--- src/hw/led_pulse_regs.svh ---
// Register offsets, field positions, reset values and timing counts
// Assumes inclusion by bare name from design files under hw/
`ifndef LED_PULSE_REGS_SVH
`define LED_PULSE_REGS_SVH
`define OFS_TRIM 7'h25
`define OFS_A_SHAPE 7'h30
`define OFS_A_TRAIN 7'h31
`define OFS_MASK 7'h34
`define OFS_B_SHAPE 7'h35
`define OFS_B_TRAIN 7'h36
`define OFS_AFE 7'h3C
`define RST_TRIM 16'h630C
`define RST_SHAPE 16'h0320
`define RST_TRAIN 16'h0818
`define RST_MASK 16'h0000
`define RST_AFE 16'h3006
`define TRIM3_HI 15
`define TRIM3_LO 11
`define TRIM2_HI 10
`define TRIM2_LO 6
`define TRIM1_HI 4
`define TRIM1_LO 0
`define LEN_HI 12
`define LEN_LO 8
`define DLY_HI 7
`define DLY_LO 0
`define TOT_HI 15
`define TOT_LO 8
`define SPC_HI 7
`define SPC_LO 0
`define MUTE_B_BIT 9
`define MUTE_A_BIT 8
`define CATH_BIT 9
`define SLEEP_HI 8
`define SLEEP_LO 3
`define STEP_NS 1000
`define CLK_NS 40
`define STEP_CYC ((`STEP_NS) / (`CLK_NS))
`endif

--- src/hw/led_pulse_pkg.sv ---
// Types shared by the pulse generator files
// Assumes no other package
package led_pulse_pkg;
  typedef enum logic [1:0] {
    ST_IDLE = 2'b00,
    ST_DELAY = 2'b01,
    ST_HIGH = 2'b11,
    ST_LOW = 2'b10
  } train_state_t;
endpackage

--- src/hw/led_pulse_slot_config.sv ---
// Register set and two slot pulse trains for the LED drivers
// Assumes a serial bus bridge giving word accesses on CLK, 7-bit address
`include "led_pulse_regs.svh"
`timescale 1ns/1ns
`default_nettype none
module led_pulse_slot_config (
  input wire logic CLK,
  input wire logic RSTN,
  input wire logic [6:0] ADDR,
  input wire logic WR_EN,
  input wire logic [15:0] WR_DATA,
  input wire logic RD_EN,
  output logic [15:0] RD_DATA,
  input wire logic SLOT_A_START,
  input wire logic SLOT_B_START,
  output logic EMITTER_OUTPUT_ONE,
  output logic EMITTER_OUTPUT_TWO,
  output logic EMITTER_OUTPUT_THREE,
  output logic [4:0] FIRST_DRIVER_TRIM,
  output logic [4:0] SECOND_DRIVER_TRIM,
  output logic [4:0] THIRD_DRIVER_TRIM,
  output logic CATHODE_HIGH_BIAS,
  output logic [5:0] CHANNEL_SLEEP_SELECT,
  output logic SLOT_A_BUSY,
  output logic SLOT_B_BUSY
);
  logic [15:0] trim_r, trim_nxt;
  logic [15:0] a_shape_r, a_shape_nxt;
  logic [15:0] a_train_r, a_train_nxt;
  logic [15:0] mask_r, mask_nxt;
  logic [15:0] b_shape_r, b_shape_nxt;
  logic [15:0] b_train_r, b_train_nxt;
  logic [15:0] afe_r, afe_nxt;
  logic [15:0] rd_r, rd_nxt;
  logic tick;
  logic a_pulse, b_pulse, a_busy, b_busy;

  // Address match helper, used by write and read decode
  function automatic logic hit(input logic [6:0] a, input logic [6:0] ofs);
    hit = (a == ofs);
  endfunction

  // True for any of the seven mapped register offsets
  function automatic logic mapped(input logic [6:0] a);
    mapped = hit(a, `OFS_TRIM) || hit(a, `OFS_A_SHAPE) || hit(a, `OFS_A_TRAIN) ||
      hit(a, `OFS_MASK) || hit(a, `OFS_B_SHAPE) || hit(a, `OFS_B_TRAIN) ||
      hit(a, `OFS_AFE);
  endfunction

  // Register writes keep all bits, reserved included
  always_comb begin
    trim_nxt = trim_r;
    a_shape_nxt = a_shape_r;
    a_train_nxt = a_train_r;
    mask_nxt = mask_r;
    b_shape_nxt = b_shape_r;
    b_train_nxt = b_train_r;
    afe_nxt = afe_r;
    if (WR_EN) begin
      if (hit(ADDR, `OFS_TRIM)) trim_nxt = WR_DATA;
      if (hit(ADDR, `OFS_A_SHAPE)) a_shape_nxt = WR_DATA;
      if (hit(ADDR, `OFS_A_TRAIN)) a_train_nxt = WR_DATA;
      if (hit(ADDR, `OFS_MASK)) mask_nxt = WR_DATA;
      if (hit(ADDR, `OFS_B_SHAPE)) b_shape_nxt = WR_DATA;
      if (hit(ADDR, `OFS_B_TRAIN)) b_train_nxt = WR_DATA;
      if (hit(ADDR, `OFS_AFE)) afe_nxt = WR_DATA;
    end
  end

  // Read mux; unmapped addresses read zero
  always_comb begin
    rd_nxt = rd_r;
    if (RD_EN) begin
      rd_nxt = 16'h0000;
      if (hit(ADDR, `OFS_TRIM)) rd_nxt = trim_r;
      if (hit(ADDR, `OFS_A_SHAPE)) rd_nxt = a_shape_r;
      if (hit(ADDR, `OFS_A_TRAIN)) rd_nxt = a_train_r;
      if (hit(ADDR, `OFS_MASK)) rd_nxt = mask_r;
      if (hit(ADDR, `OFS_B_SHAPE)) rd_nxt = b_shape_r;
      if (hit(ADDR, `OFS_B_TRAIN)) rd_nxt = b_train_r;
      if (hit(ADDR, `OFS_AFE)) rd_nxt = afe_r;
    end
  end

  // Register file and read data flops
  always_ff @(posedge CLK) begin
    if (!RSTN) begin
      trim_r <= `RST_TRIM;
      a_shape_r <= `RST_SHAPE;
      a_train_r <= `RST_TRAIN;
      mask_r <= `RST_MASK;
      b_shape_r <= `RST_SHAPE;
      b_train_r <= `RST_TRAIN;
      afe_r <= `RST_AFE;
      rd_r <= 16'h0000;
    end else begin
      trim_r <= trim_nxt;
      a_shape_r <= a_shape_nxt;
      a_train_r <= a_train_nxt;
      mask_r <= mask_nxt;
      b_shape_r <= b_shape_nxt;
      b_train_r <= b_train_nxt;
      afe_r <= afe_nxt;
      rd_r <= rd_nxt;
    end
  end
  assign RD_DATA = rd_r;

  // Trim codes go out as the driver multiplier codes
  assign FIRST_DRIVER_TRIM = trim_r[`TRIM1_HI:`TRIM1_LO];
  assign SECOND_DRIVER_TRIM = trim_r[`TRIM2_HI:`TRIM2_LO];
  assign THIRD_DRIVER_TRIM = trim_r[`TRIM3_HI:`TRIM3_LO];
  // Bias and power-down selects
  assign CATHODE_HIGH_BIAS = afe_r[`CATH_BIT];
  assign CHANNEL_SLEEP_SELECT = afe_r[`SLEEP_HI:`SLEEP_LO];

  us_tick u_tick (
    .clk(CLK),
    .rstn(RSTN),
    .tick(tick)
  );

  // Slot A train; mute gates pulses only
  pulse_train u_slot_a (
    .clk(CLK),
    .rstn(RSTN),
    .tick(tick),
    .start(SLOT_A_START),
    .mute(mask_r[`MUTE_A_BIT]),
    .first_delay(a_shape_r[`DLY_HI:`DLY_LO]),
    .pulse_len(a_shape_r[`LEN_HI:`LEN_LO]),
    .pulse_total(a_train_r[`TOT_HI:`TOT_LO]),
    .pulse_spacing(a_train_r[`SPC_HI:`SPC_LO]),
    .pulse(a_pulse),
    .busy(a_busy)
  );

  // Slot B train with its own fields
  pulse_train u_slot_b (
    .clk(CLK),
    .rstn(RSTN),
    .tick(tick),
    .start(SLOT_B_START),
    .mute(mask_r[`MUTE_B_BIT]),
    .first_delay(b_shape_r[`DLY_HI:`DLY_LO]),
    .pulse_len(b_shape_r[`LEN_HI:`LEN_LO]),
    .pulse_total(b_train_r[`TOT_HI:`TOT_LO]),
    .pulse_spacing(b_train_r[`SPC_HI:`SPC_LO]),
    .pulse(b_pulse),
    .busy(b_busy)
  );

  // Slot A drives the first emitter, slot B the second; third stays idle
  assign EMITTER_OUTPUT_ONE = a_pulse;
  assign EMITTER_OUTPUT_TWO = b_pulse;
  assign EMITTER_OUTPUT_THREE = 1'b0;
  assign SLOT_A_BUSY = a_busy;
  assign SLOT_B_BUSY = b_busy;

  a_trim_write: assert property (@(posedge CLK) disable iff (!RSTN)
    WR_EN && ADDR == `OFS_TRIM |=> FIRST_DRIVER_TRIM == $past(WR_DATA[4:0]))
    else $error("trim not updated");
  a_mute_a: assert property (@(posedge CLK) disable iff (!RSTN)
    mask_r[`MUTE_A_BIT] && $past(mask_r[`MUTE_A_BIT]) |-> !EMITTER_OUTPUT_ONE)
    else $error("slot A pulsed while muted");
  a_mute_b: assert property (@(posedge CLK) disable iff (!RSTN)
    mask_r[`MUTE_B_BIT] && $past(mask_r[`MUTE_B_BIT]) |-> !EMITTER_OUTPUT_TWO)
    else $error("slot B pulsed while muted");
  a_cath_sel: assert property (@(posedge CLK) disable iff (!RSTN)
    WR_EN && ADDR == `OFS_AFE |=> CATHODE_HIGH_BIAS == $past(WR_DATA[9]))
    else $error("bias select wrong");
  a_sleep_sel: assert property (@(posedge CLK) disable iff (!RSTN)
    WR_EN && ADDR == `OFS_AFE |=> CHANNEL_SLEEP_SELECT == $past(WR_DATA[8:3]))
    else $error("sleep select wrong");
  a_read_back: assert property (@(posedge CLK) disable iff (!RSTN)
    WR_EN && ADDR == `OFS_MASK ##1 RD_EN && !WR_EN && ADDR == `OFS_MASK
    |=> RD_DATA == $past(WR_DATA, 2)) else $error("readback mismatch");
  a_len_bound: assert property (@(posedge CLK) disable iff (!RSTN)
    $rose(EMITTER_OUTPUT_ONE) && a_shape_r[12:8] == 5'h01 && a_train_r[7:0] > 8'h01
    |-> ##[1:26] !EMITTER_OUTPUT_ONE) else $error("slot A pulse too long");
  a_b_timing: assert property (@(posedge CLK) disable iff (!RSTN)
    mask_r[`MUTE_B_BIT] && $rose(b_busy) |-> ##1 b_busy)
    else $error("muted slot B timing stopped");
  c_both: cover property (@(posedge CLK) disable iff (!RSTN) a_busy && b_busy);
  c_read: cover property (@(posedge CLK) disable iff (!RSTN) RD_EN && ADDR == `OFS_AFE);
  c_emit_b: cover property (@(posedge CLK) disable iff (!RSTN) $rose(EMITTER_OUTPUT_TWO));

  // Every trim field follows its write and holds otherwise
  a_trim_second: assert property (@(posedge CLK) disable iff (!RSTN)
    WR_EN && ADDR == `OFS_TRIM |=> SECOND_DRIVER_TRIM == $past(WR_DATA[10:6]))
    else $error("second trim not updated");
  a_trim_third: assert property (@(posedge CLK) disable iff (!RSTN)
    WR_EN && ADDR == `OFS_TRIM |=> THIRD_DRIVER_TRIM == $past(WR_DATA[15:11]))
    else $error("third trim not updated");
  a_trim_hold: assert property (@(posedge CLK) disable iff (!RSTN)
    !(WR_EN && ADDR == `OFS_TRIM) |=> $stable(trim_r))
    else $error("trim changed without write");

  // Slot, mask and global registers take the whole written word; mask and global hold otherwise
  a_ashape_wr: assert property (@(posedge CLK) disable iff (!RSTN)
    WR_EN && ADDR == `OFS_A_SHAPE |=> a_shape_r == $past(WR_DATA))
    else $error("slot A shape not written");
  a_atrain_wr: assert property (@(posedge CLK) disable iff (!RSTN)
    WR_EN && ADDR == `OFS_A_TRAIN |=> a_train_r == $past(WR_DATA))
    else $error("slot A train not written");
  a_bshape_wr: assert property (@(posedge CLK) disable iff (!RSTN)
    WR_EN && ADDR == `OFS_B_SHAPE |=> b_shape_r == $past(WR_DATA))
    else $error("slot B shape not written");
  a_btrain_wr: assert property (@(posedge CLK) disable iff (!RSTN)
    WR_EN && ADDR == `OFS_B_TRAIN |=> b_train_r == $past(WR_DATA))
    else $error("slot B train not written");
  a_mask_wr: assert property (@(posedge CLK) disable iff (!RSTN)
    WR_EN && ADDR == `OFS_MASK |=> mask_r == $past(WR_DATA))
    else $error("mask not written");
  a_mask_hold: assert property (@(posedge CLK) disable iff (!RSTN)
    !(WR_EN && ADDR == `OFS_MASK) |=> $stable(mask_r))
    else $error("mask changed without write");
  a_afe_wr: assert property (@(posedge CLK) disable iff (!RSTN)
    WR_EN && ADDR == `OFS_AFE |=> afe_r == $past(WR_DATA))
    else $error("global config not written");
  a_afe_hold: assert property (@(posedge CLK) disable iff (!RSTN)
    !(WR_EN && ADDR == `OFS_AFE) |=> $stable(afe_r))
    else $error("global config changed without write");

  // Reads return the register as it stood when the strobe was taken
  a_rd_trim: assert property (@(posedge CLK) disable iff (!RSTN)
    RD_EN && ADDR == `OFS_TRIM |=> RD_DATA == $past(trim_r))
    else $error("trim read wrong");
  a_rd_ashape: assert property (@(posedge CLK) disable iff (!RSTN)
    RD_EN && ADDR == `OFS_A_SHAPE |=> RD_DATA == $past(a_shape_r))
    else $error("slot A shape read wrong");
  a_rd_atrain: assert property (@(posedge CLK) disable iff (!RSTN)
    RD_EN && ADDR == `OFS_A_TRAIN |=> RD_DATA == $past(a_train_r))
    else $error("slot A train read wrong");
  a_rd_mask: assert property (@(posedge CLK) disable iff (!RSTN)
    RD_EN && ADDR == `OFS_MASK |=> RD_DATA == $past(mask_r))
    else $error("mask read wrong");
  a_rd_bshape: assert property (@(posedge CLK) disable iff (!RSTN)
    RD_EN && ADDR == `OFS_B_SHAPE |=> RD_DATA == $past(b_shape_r))
    else $error("slot B shape read wrong");
  a_rd_btrain: assert property (@(posedge CLK) disable iff (!RSTN)
    RD_EN && ADDR == `OFS_B_TRAIN |=> RD_DATA == $past(b_train_r))
    else $error("slot B train read wrong");
  a_rd_afe: assert property (@(posedge CLK) disable iff (!RSTN)
    RD_EN && ADDR == `OFS_AFE |=> RD_DATA == $past(afe_r))
    else $error("global config read wrong");
  a_rd_unmapped: assert property (@(posedge CLK) disable iff (!RSTN)
    RD_EN && !mapped(ADDR) |=> RD_DATA == 16'h0000)
    else $error("unmapped read not zero");
  a_rd_hold: assert property (@(posedge CLK) disable iff (!RSTN)
    !RD_EN |=> $stable(RD_DATA))
    else $error("read data moved without strobe");

  // A start is taken only when idle with a nonzero count
  a_start_a: assert property (@(posedge CLK) disable iff (!RSTN)
    SLOT_A_START && !a_busy && a_train_r[`TOT_HI:`TOT_LO] != 8'h00 |=> a_busy)
    else $error("slot A start lost");
  a_zero_a: assert property (@(posedge CLK) disable iff (!RSTN)
    SLOT_A_START && !a_busy && a_train_r[`TOT_HI:`TOT_LO] == 8'h00 |=> !a_busy)
    else $error("slot A started with zero count");
  a_start_b: assert property (@(posedge CLK) disable iff (!RSTN)
    SLOT_B_START && !b_busy && b_train_r[`TOT_HI:`TOT_LO] != 8'h00 |=> b_busy)
    else $error("slot B start lost");
  a_zero_b: assert property (@(posedge CLK) disable iff (!RSTN)
    SLOT_B_START && !b_busy && b_train_r[`TOT_HI:`TOT_LO] == 8'h00 |=> !b_busy)
    else $error("slot B started with zero count");

  // Emitters stay dark outside their train; muted slot A keeps timing
  a_idle_one: assert property (@(posedge CLK) disable iff (!RSTN)
    !a_busy |-> !EMITTER_OUTPUT_ONE)
    else $error("emitter one lit while idle");
  a_idle_two: assert property (@(posedge CLK) disable iff (!RSTN)
    !b_busy |-> !EMITTER_OUTPUT_TWO)
    else $error("emitter two lit while idle");
  a_a_timing: assert property (@(posedge CLK) disable iff (!RSTN)
    mask_r[`MUTE_A_BIT] && $rose(a_busy) |-> ##1 a_busy)
    else $error("muted slot A timing stopped");
  a_tick_gap: assert property (@(posedge CLK) disable iff (!RSTN)
    tick |=> !tick)
    else $error("microsecond tick too long");
endmodule
`default_nettype wire

--- src/hw/us_tick.sv ---
// One-cycle tick every microsecond
// Assumes CLK at 25 MHz, synchronous active low reset
`include "led_pulse_regs.svh"
`timescale 1ns/1ns
`default_nettype none
module us_tick (
  input wire logic clk,
  input wire logic rstn,
  output logic tick
);
  logic [4:0] cnt_r;
  logic [4:0] cnt_nxt;
  logic tick_r;
  logic tick_nxt;
  // Divider next value
  always_comb begin
    tick_nxt = 1'b0;
    cnt_nxt = cnt_r + 5'h01;
    if (cnt_r == 5'((`STEP_CYC) - 1)) begin
      cnt_nxt = 5'h00;
      tick_nxt = 1'b1;
    end
  end
  // Divider registers
  always_ff @(posedge clk) begin
    if (!rstn) begin
      cnt_r <= 5'h00;
      tick_r <= 1'b0;
    end else begin
      cnt_r <= cnt_nxt;
      tick_r <= tick_nxt;
    end
  end
  assign tick = tick_r;
endmodule
`default_nettype wire

--- src/hw/pulse_train.sv ---
// One slot pulse train: delay, then count pulses of len at spacing
// Assumes tick is a one-cycle pulse each microsecond on clk
`include "led_pulse_regs.svh"
`timescale 1ns/1ns
`default_nettype none
module pulse_train (
  input wire logic clk,
  input wire logic rstn,
  input wire logic tick,
  input wire logic start,
  input wire logic mute,
  input wire logic [7:0] first_delay,
  input wire logic [4:0] pulse_len,
  input wire logic [7:0] pulse_total,
  input wire logic [7:0] pulse_spacing,
  output logic pulse,
  output logic busy
);
  led_pulse_pkg::train_state_t st_r, st_nxt;
  logic [7:0] us_r, us_nxt;
  logic [7:0] done_r, done_nxt;
  logic pulse_r, pulse_nxt;
  // Sequencer next state; us_r counts microseconds since last event
  always_comb begin
    st_nxt = st_r;
    us_nxt = us_r;
    done_nxt = done_r;
    unique case (st_r)
      led_pulse_pkg::ST_IDLE: begin
        if (start && pulse_total != 8'h00) begin
          st_nxt = led_pulse_pkg::ST_DELAY;
          us_nxt = 8'h00;
          done_nxt = 8'h00;
        end
      end
      led_pulse_pkg::ST_DELAY: begin
        if (us_r == first_delay) begin
          st_nxt = led_pulse_pkg::ST_HIGH;
          us_nxt = 8'h00;
        end else if (tick) begin
          us_nxt = us_r + 8'h01;
        end
      end
      led_pulse_pkg::ST_HIGH, led_pulse_pkg::ST_LOW: begin
        if (tick) begin
          us_nxt = us_r + 8'h01;
          if (us_nxt >= {3'h0, pulse_len}) st_nxt = led_pulse_pkg::ST_LOW;
          if (us_nxt >= pulse_spacing) begin
            us_nxt = 8'h00;
            done_nxt = done_r + 8'h01;
            if (done_nxt == pulse_total) st_nxt = led_pulse_pkg::ST_IDLE;
            else st_nxt = led_pulse_pkg::ST_HIGH;
          end
        end
      end
    endcase
    pulse_nxt = (st_nxt == led_pulse_pkg::ST_HIGH) && !mute;
  end
  // Sequencer registers
  always_ff @(posedge clk) begin
    if (!rstn) begin
      st_r <= led_pulse_pkg::ST_IDLE;
      us_r <= 8'h00;
      done_r <= 8'h00;
      pulse_r <= 1'b0;
    end else begin
      st_r <= st_nxt;
      us_r <= us_nxt;
      done_r <= done_nxt;
      pulse_r <= pulse_nxt;
    end
  end
  assign pulse = pulse_r;
  assign busy = st_r != led_pulse_pkg::ST_IDLE;

  a_mute_silent: assert property (@(posedge clk) disable iff (!rstn)
    mute |=> !pulse_r) else $error("pulse while muted");
  a_idle_quiet: assert property (@(posedge clk) disable iff (!rstn)
    st_r == led_pulse_pkg::ST_IDLE |-> !pulse_r) else $error("pulse while idle");
  a_start_dly: assert property (@(posedge clk) disable iff (!rstn)
    $rose(busy) && first_delay != 8'h00 |-> !pulse_r) else $error("early pulse");
  c_train: cover property (@(posedge clk) disable iff (!rstn) $fell(busy));
  c_pulse: cover property (@(posedge clk) disable iff (!rstn) $rose(pulse_r));
endmodule
`default_nettype wire

--- config.mk ---
export PLATFORM = sky130hd
export DESIGN_NAME = led_pulse_slot_config
export DESIGN_NICKNAME = d
export VERILOG_FILES = /design/src/hw/led_pulse_pkg.sv /design/src/hw/led_pulse_slot_config.sv /design/src/hw/us_tick.sv /design/src/hw/pulse_train.sv
export VERILOG_INCLUDE_DIRS = /design/src /design/src/hw
export SDC_FILE = /design/constraint.sdc
export NUM_CORES = 1
export LEC_CHECK = 0
export ABC_AREA = 1
export BUFFER_PORTS_ARGS = -buffer_cell sky130_fd_sc_hd__buf_2
export CAP_MARGIN = 20
export CELL_PAD_IN_SITES_DETAIL_PLACEMENT = 1
export CELL_PAD_IN_SITES_GLOBAL_PLACEMENT = 2
export CORE_MARGIN = 1
export CORE_UTILIZATION = 25
export DETAILED_ROUTE_END_ITERATION = 7
export PLACE_DENSITY_LB_ADDON = 0.15
export SYNTH_ARGS = -nofsm -noshare
export SYNTH_HDL_FRONTEND = slang
export SYNTH_SLANG_ARGS = --single-unit
--- constraint.sdc ---
create_clock -name CLK -period 3.5 [get_ports CLK]
set_clock_uncertainty 0.15 [all_clocks]
set_input_delay 0.35 -clock CLK [delete_from_list [all_inputs] [get_ports CLK]]
set_output_delay 0.35 -clock CLK [all_outputs]
set_load 0.005 [all_outputs]
**Yosys cells after proc, flatten, opt, wreduce, memory -nomap -nowiden**

Index checks and enable logic that the tools add are counted.

- Flip-flop bits (word level): 172
- Output and inout bits: 43

- Add/subtract/negate cells: 5
- Order comparisons: 4
- Eq/ne operators: 28
- Multiplexer cells: 40
- Bitwise logic cells: 1
- Reductions and logical operators: 28

Operators with widths:

| operator | number |
|---|---|
| 16-bit 2-to-1 mux | 7 |
| 8-bit 2-to-1 mux | 14 |
| 7-bit by 6-bit equality test with 1-bit output (second input constant) | 7 |
| 8-bit case mux with 3 select lines | 2 |
| 8-bit by 1-bit adder with 8-bit output (second input constant) | 4 |
| 8-bit equality test | 4 |
| 8-bit case mux with 2 select lines | 2 |
| 2-bit 2-to-1 mux | 12 |
| 8-bit by 5-bit greater-or-equal comparator with 1-bit output | 2 |
| 8-bit greater-or-equal comparator | 2 |
| 8-bit nonzero test | 2 |
| 2-bit AND reduction | 7 |
| 2-bit equality test (second input constant) | 6 |
| 2-bit case mux with 3 select lines | 2 |
| 2-bit by 1-bit != test with 1-bit output (second input constant) | 4 |
| 4-bit AND reduction | 2 |
| 2-bit nonzero test | 4 |
| 3-bit by 2-bit != test with 1-bit output (second input constant) | 2 |
| 3-bit AND reduction | 2 |
| 2-bit OR reduction | 3 |
| 5-bit by 1-bit adder with 5-bit output (second input constant) | 1 |
| 5-bit equality test (second input constant) | 1 |
| 2-bit by 1-bit equality test with 1-bit output (second input constant) | 2 |
| 1-bit logical AND | 4 |
| 5 further kinds | 8 |

**Depth between registers and ports, before layout**

- Word-level depth: 8
- Depth in mapped cells: 18

**Cells and area by module**

Synthesis repeated with hierarchy kept, for this count alone.

- Cell total of the unflattened synthesis: 1,448
- Area total of the unflattened synthesis: 9,571.7 µm²

Modules (own cells, without submodules):

| module | instances | cells an instance | area an instance (µm²) |
|---|---|---|---|
| led_pulse_slot_config | 1 | 830 | 5,830.6 |
| pulse_train (u_slot_b) | 1 | 292 | 1,746.7 |
| pulse_train (u_slot_a) | 1 | 292 | 1,731.7 |
| us_tick | 1 | 34 | 262.8 |

**Least setup slack after synthesis**

OpenSTA, ideal clock, no wires.

- Kind: register -> register
- From: register u_slot_b.us_r[0]
- To: register u_slot_b.st_r[0]
- Setup time: 128 ps
- Arrival time: 1,958 ps
- Setup slack: 1,265 ps
- Stages on the path, launching flop included: 15
- Path buffers: 1
- Cells stage by stage: dfxtp_1 > inv_1 > nor2_2 > nand3_1 > o21ai_1 > nand2_1 > ha_1 > o21ai_0 > nor2_1 > nand2_2 > nand3_4 > buf_6 > nand2_1 > a21oi_2 > nor2_1

- Cells in the longest elaborated chain, start to end: 6
- Elaborated cells between the ends (all ways): 9
- Those cells by class: 1 x add/sub; 2 x order compare; 1 x eq/ne; 5 x mux

RTL lines:

| what | line | source |
|---|---|---|
| start: declaration | pulse_train.sv:20 | `logic [7:0] us_r, us_nxt;` |
| start signal: assignment | pulse_train.sv:68 | `us_r <= us_nxt;` |
| 8-bit by 1-bit adder with 8-bit output | pulse_train.sv:46 | `us_nxt = us_r + 8'h01;` |
| 8-bit by 5-bit greater-or-equal comparator with 1-bit output | pulse_train.sv:47 | `if (us_nxt >= {3'h0, pulse_len}) st_nxt = led_pulse_pkg::ST_LOW;` |
| 2-bit 2-to-1 mux | pulse_train.sv:47 |  |
| 2-bit 2-to-1 mux | pulse_train.sv:48 | `if (us_nxt >= pulse_spacing) begin` |
| 2-bit 2-to-1 mux | pulse_train.sv:45 | `if (tick) begin` |
| 2-bit case mux with 3 select lines (*) | pulse_train.sv:28 | `unique case (st_r)` |
| end signal: assignment | pulse_train.sv:62 | `st_r <= led_pulse_pkg::ST_IDLE;` |
| end signal: assignment | pulse_train.sv:67 | `st_r <= st_nxt;` |
| end: declaration | pulse_train.sv:19 | `led_pulse_pkg::train_state_t st_r, st_nxt;` |

Mark *: on every way between the ends. The rest lies on a longest branch, timed or not.
A chain may end at the register's enable or synchronous reset.

**Worst setup path after layout**

- From: register u_slot_b.us_r[0]
- To: register u_slot_b.us_r[6]

- Cells in the longest elaborated chain, start to end: 5
- Elaborated cells between the ends (all ways): 10
- Those cells by class: 1 x add/sub; 1 x order compare; 2 x eq/ne; 5 x mux; 1 x reduce/logical

RTL lines:

| what | line |
|---|---|
| 8-bit by 1-bit adder with 8-bit output | pulse_train.sv:41, pulse_train.sv:46 |
| 8-bit greater-or-equal comparator | pulse_train.sv:48 |
| 8-bit 2-to-1 mux | pulse_train.sv:48 |
| 8-bit 2-to-1 mux | pulse_train.sv:45 |
| 8-bit case mux with 3 select lines | pulse_train.sv:28 |

Several ways; a longest one is shown, not always the timed one. The select of a mux whose other input is x is not followed.

==> impl_results.md <==
- Final Wtd Congestion: 0.758
- Number of synthesized register bits: 172
- Initial antenna violation count: 0
- Max Freq: 0.374 GHz
- Cell Pwr Density: 421 nW/µm²
- Skew-Pair Late Insertion Delay: 0.44 ns
- Simple-Gate Fraction of Synth Area: 0.252
- DIE WIDTH: between 150 and 200 µm
- Largest net degree at the start of global routing: 122
- Share of layout cells above drive strength 1: 0.132
- Pre-Repair DR Iteration Count: 4
- Cts hold-fix bufs: 0
- Synth Area in Compound Gates: 0.190
- Syn nets: 1351
- Final hold violations: 0
- Grt total ovfl: 0
- Share of the synthesized area in the top cell type: 0.381
- Layout Nets: approximately 1400
- P_leak: 4.49 nW
- CP Data Arrival Time: 2.90 ns
- HP Start: WR_DATA[14]
- Slowest stage cell, crit path: dfxtp_1
- Met2 GRT Util: 0.302
- CTS root buffer: clkbuf_16
- Post-Synthesis Cells: 1293
- Total power: ~4.3 mW
- R2R Path Start: u_slot_b.us_r[0]$_SDFFE_PN0P_
- Worst-path maximum fanout: 12
- GR peak layer: met2
- CTS tree: done
- Relative slew slack: 0.391
- H-tree depth: 4
- RSZ-0062 raised after global routing: no
- Most common cell on crit path: nand2_1
- Synth async-reset ratio: 0
- Vias per Instance: 4.70
- Worst IR Drop VDD: 303 µV
- Reg power frac: 0.460
- Post-synth EDFFs: 0
- Avg Cell Area, Syn: ~7.0 µm²
- Post-cts sizing count: 0
- Reg clk slew, reported paths: 0.08 ns
- Aggregate routed wire length: 32.5 mm
- Largest cells by area after synthesis: dfxtp_1 (38%), nand2_1 (11%), o21ai_0 (7.1%)
- Sw power: 1.14 mW
- Most frequent cell after synthesis: nand2_1
- Distinct cells, synth: 45
- Tcrit/Tclk final: 0.763
- Seq/Total Area, Yosys: 0.381
- Initial core utilization: 0.254
- Crit Path Class: reg -> reg
- Core Region: 35600 µm²
- Met1 Usage GRT: 0.252
- Most common library cells after synthesis: nand2_1 (262), dfxtp_1 (172), inv_1 (153)
- Synth Area in XOR/XNOR: 0.0261
- Pint: 3.20 mW
- Max Root-Sink Buffers: 2
- Yosys top cell by area: dfxtp_1
- Top_reg_cell synth: dfxtp_1
- Max-cap violation count: 0
- CP startpoint kind: flop
- Sw frac: 0.263
- Clock sink total: roughly 170
- Min-Delay Path Class: in -> reg
- Cell Chain, Critical Path: ha_1 > xor2_1 > ha_1 > nand2_1 > nand2_1 > nand2_1 > nand2_1 > nand2_1 > nand2_1 > nand2_2 > nand3_4 > nand2_2 > nand3_1 > a21oi_1
- I/O Buffers: 70
- Worst Setup SP: u_slot_b.us_r[0]$_SDFFE_PN0P_
- Antenna diodes: 0
- Iteration-0 DRC count of the detailed router: 405
- DIE AREA: about 37000 µm²
- Max Slew Vio Count: 0
- Largest family of logic cells by synthesized area: simple AND/OR/NAND/NOR gates
- CP endpoint kind: flop
- Tot GR Track Use: 0.185
- Routed vias: 8439
- DR DRC count: 0
- Std-Cell Rows: 69
- Worst slew pin tran: 0.913 ns
- Postcts setup bufs: 0
- Post-Synth Adder-Cell Area: 0.0401
- Status: finished, final reports clean
- Post-route antenna net violation count: 0
- Crit path largest cell delay: between 0.4 and 0.5 ns
- Proportion of synthesized area in mux cells: 0
- Cell Area, Synth: 9050 µm²
- Clock power frac: 0.472
- GR Layer Usage met3: 0.0243
- Per-cell routed wire length: ~18 µm
- Cts bufs inserted: 17
- WP data required: ~3.7 ns
- Final setup violation count: 0
- First-pass GRT wire length: 51.1 mm
- Setup TNS: 0 ns
- Vias in the first global route: 8592
- Tmin final: 2.67 ns
- DIE HEIGHT: about 190 µm
- I/O pin count: 72
- Hpwl dp: 24.0 mm
- Comb power frac: 0.068
- P&R area growth vs syn: 14.0%
- Syn. warnings: 0
==> metrics by stage <==
stage          utilization  hold WS, ns  instances  setup slack, ns  instance area [µm²]
2_1_floorplan            -        0.274       1293             1.26                 9050
3_3_place_gp         0.273        0.284       1765            0.835                 9710
3_5_place_dp         0.273        0.288       1765            0.806                 9710
4_1_cts              0.290       0.0682       1797            0.784                10300
5_1_grt              0.290        0.107       1797            0.529                10300
6_report             0.290       0.0878       1797            0.828                10300
==> cell type report <==
cell class,instances,area [µm²]
Clock buffer,18,429
Sequential cell,172,3440
Tap cell,461,577
Clock inverter,14,181
Inverter,165,624
Fill cell,4426,25300
Timing Repair Buffer,82,455
Multi-Input combinational cell,885,4610
==> final timing paths <==
check,endpoint,slack (ns),cells past startpoint
worst max-delay path,u_slot_b.us_r[6]$_SDFFE_PN0P_,0.83,14
worst min-delay path,mask_r[14]$_SDFFE_PN0P_,0.09,3
worst max register to register,u_slot_b.us_r[6]$_SDFFE_PN0P_,0.83,14
worst min register to register,mask_r[5]$_SDFFE_PN0P_,0.30,2
==> power groups by stage <==
stage	sequential (mW)	combinational, mW	clock, mW
2_1_floorplan	2.03	0.183	0
5_1_grt	2.00	0.338	2.18
3_3_place_gp	2.04	0.302	0
6_report	1.99	0.297	2.05
3_5_place_dp	2.04	0.303	0
4_1_cts	1.99	0.304	2.11
==> cells in the final DEF (no fill, tap or decap), drive strengths merged, types with 17 or more instances in the layout <==
cell	synthesis	layout
a21oi	125	125
xor2	20	20
o21ai	143	143
dfxtp	172	172
clkbuf	33	18
nand3	82	82
ha	29	29
o211ai	17	17
nand2	280	280
buf	38	82
inv	163	168
nand4	20	20
nor2	113	113
==> critical path: cells and delay by family, from the launching register on <==
family	cells	cell delay [ns]
AND/OR/NAND/NOR	10	0.98
adder cells (fa/ha/maj)	2	0.54
flip-flops	1	0.45
XOR/XNOR	1	0.35
AO/OA/AOI/OAI	1	0.15
==> registers in the layout (all words and copies together), names as in the netlist, 16 cells and up <==
register,flops
RD_DATA,16
a_shape_r,16
a_train_r,16
afe_r,16
b_shape_r,16
b_train_r,16
mask_r,16
trim_r,16
==> logic make-up (layout without fill, tap and decap cells) <==
family,after synthesis,count (layout)
adder cells (fa/ha/maj),29,29
flip-flops,172,172
AO/OA/AOI/OAI,312,312
AND/OR/NAND/NOR,516,516
other,1,1
buffers and inverters,236,279
XOR/XNOR,27,27
==> per-layer routing <==
metal	vias up	wire, µm
met5	-	0
met4	0	384
met3	16	1270
met2	130	15200
met1	4028	15700
li1	4265	-
No activity file was read; power rests on OpenSTA's default activity.
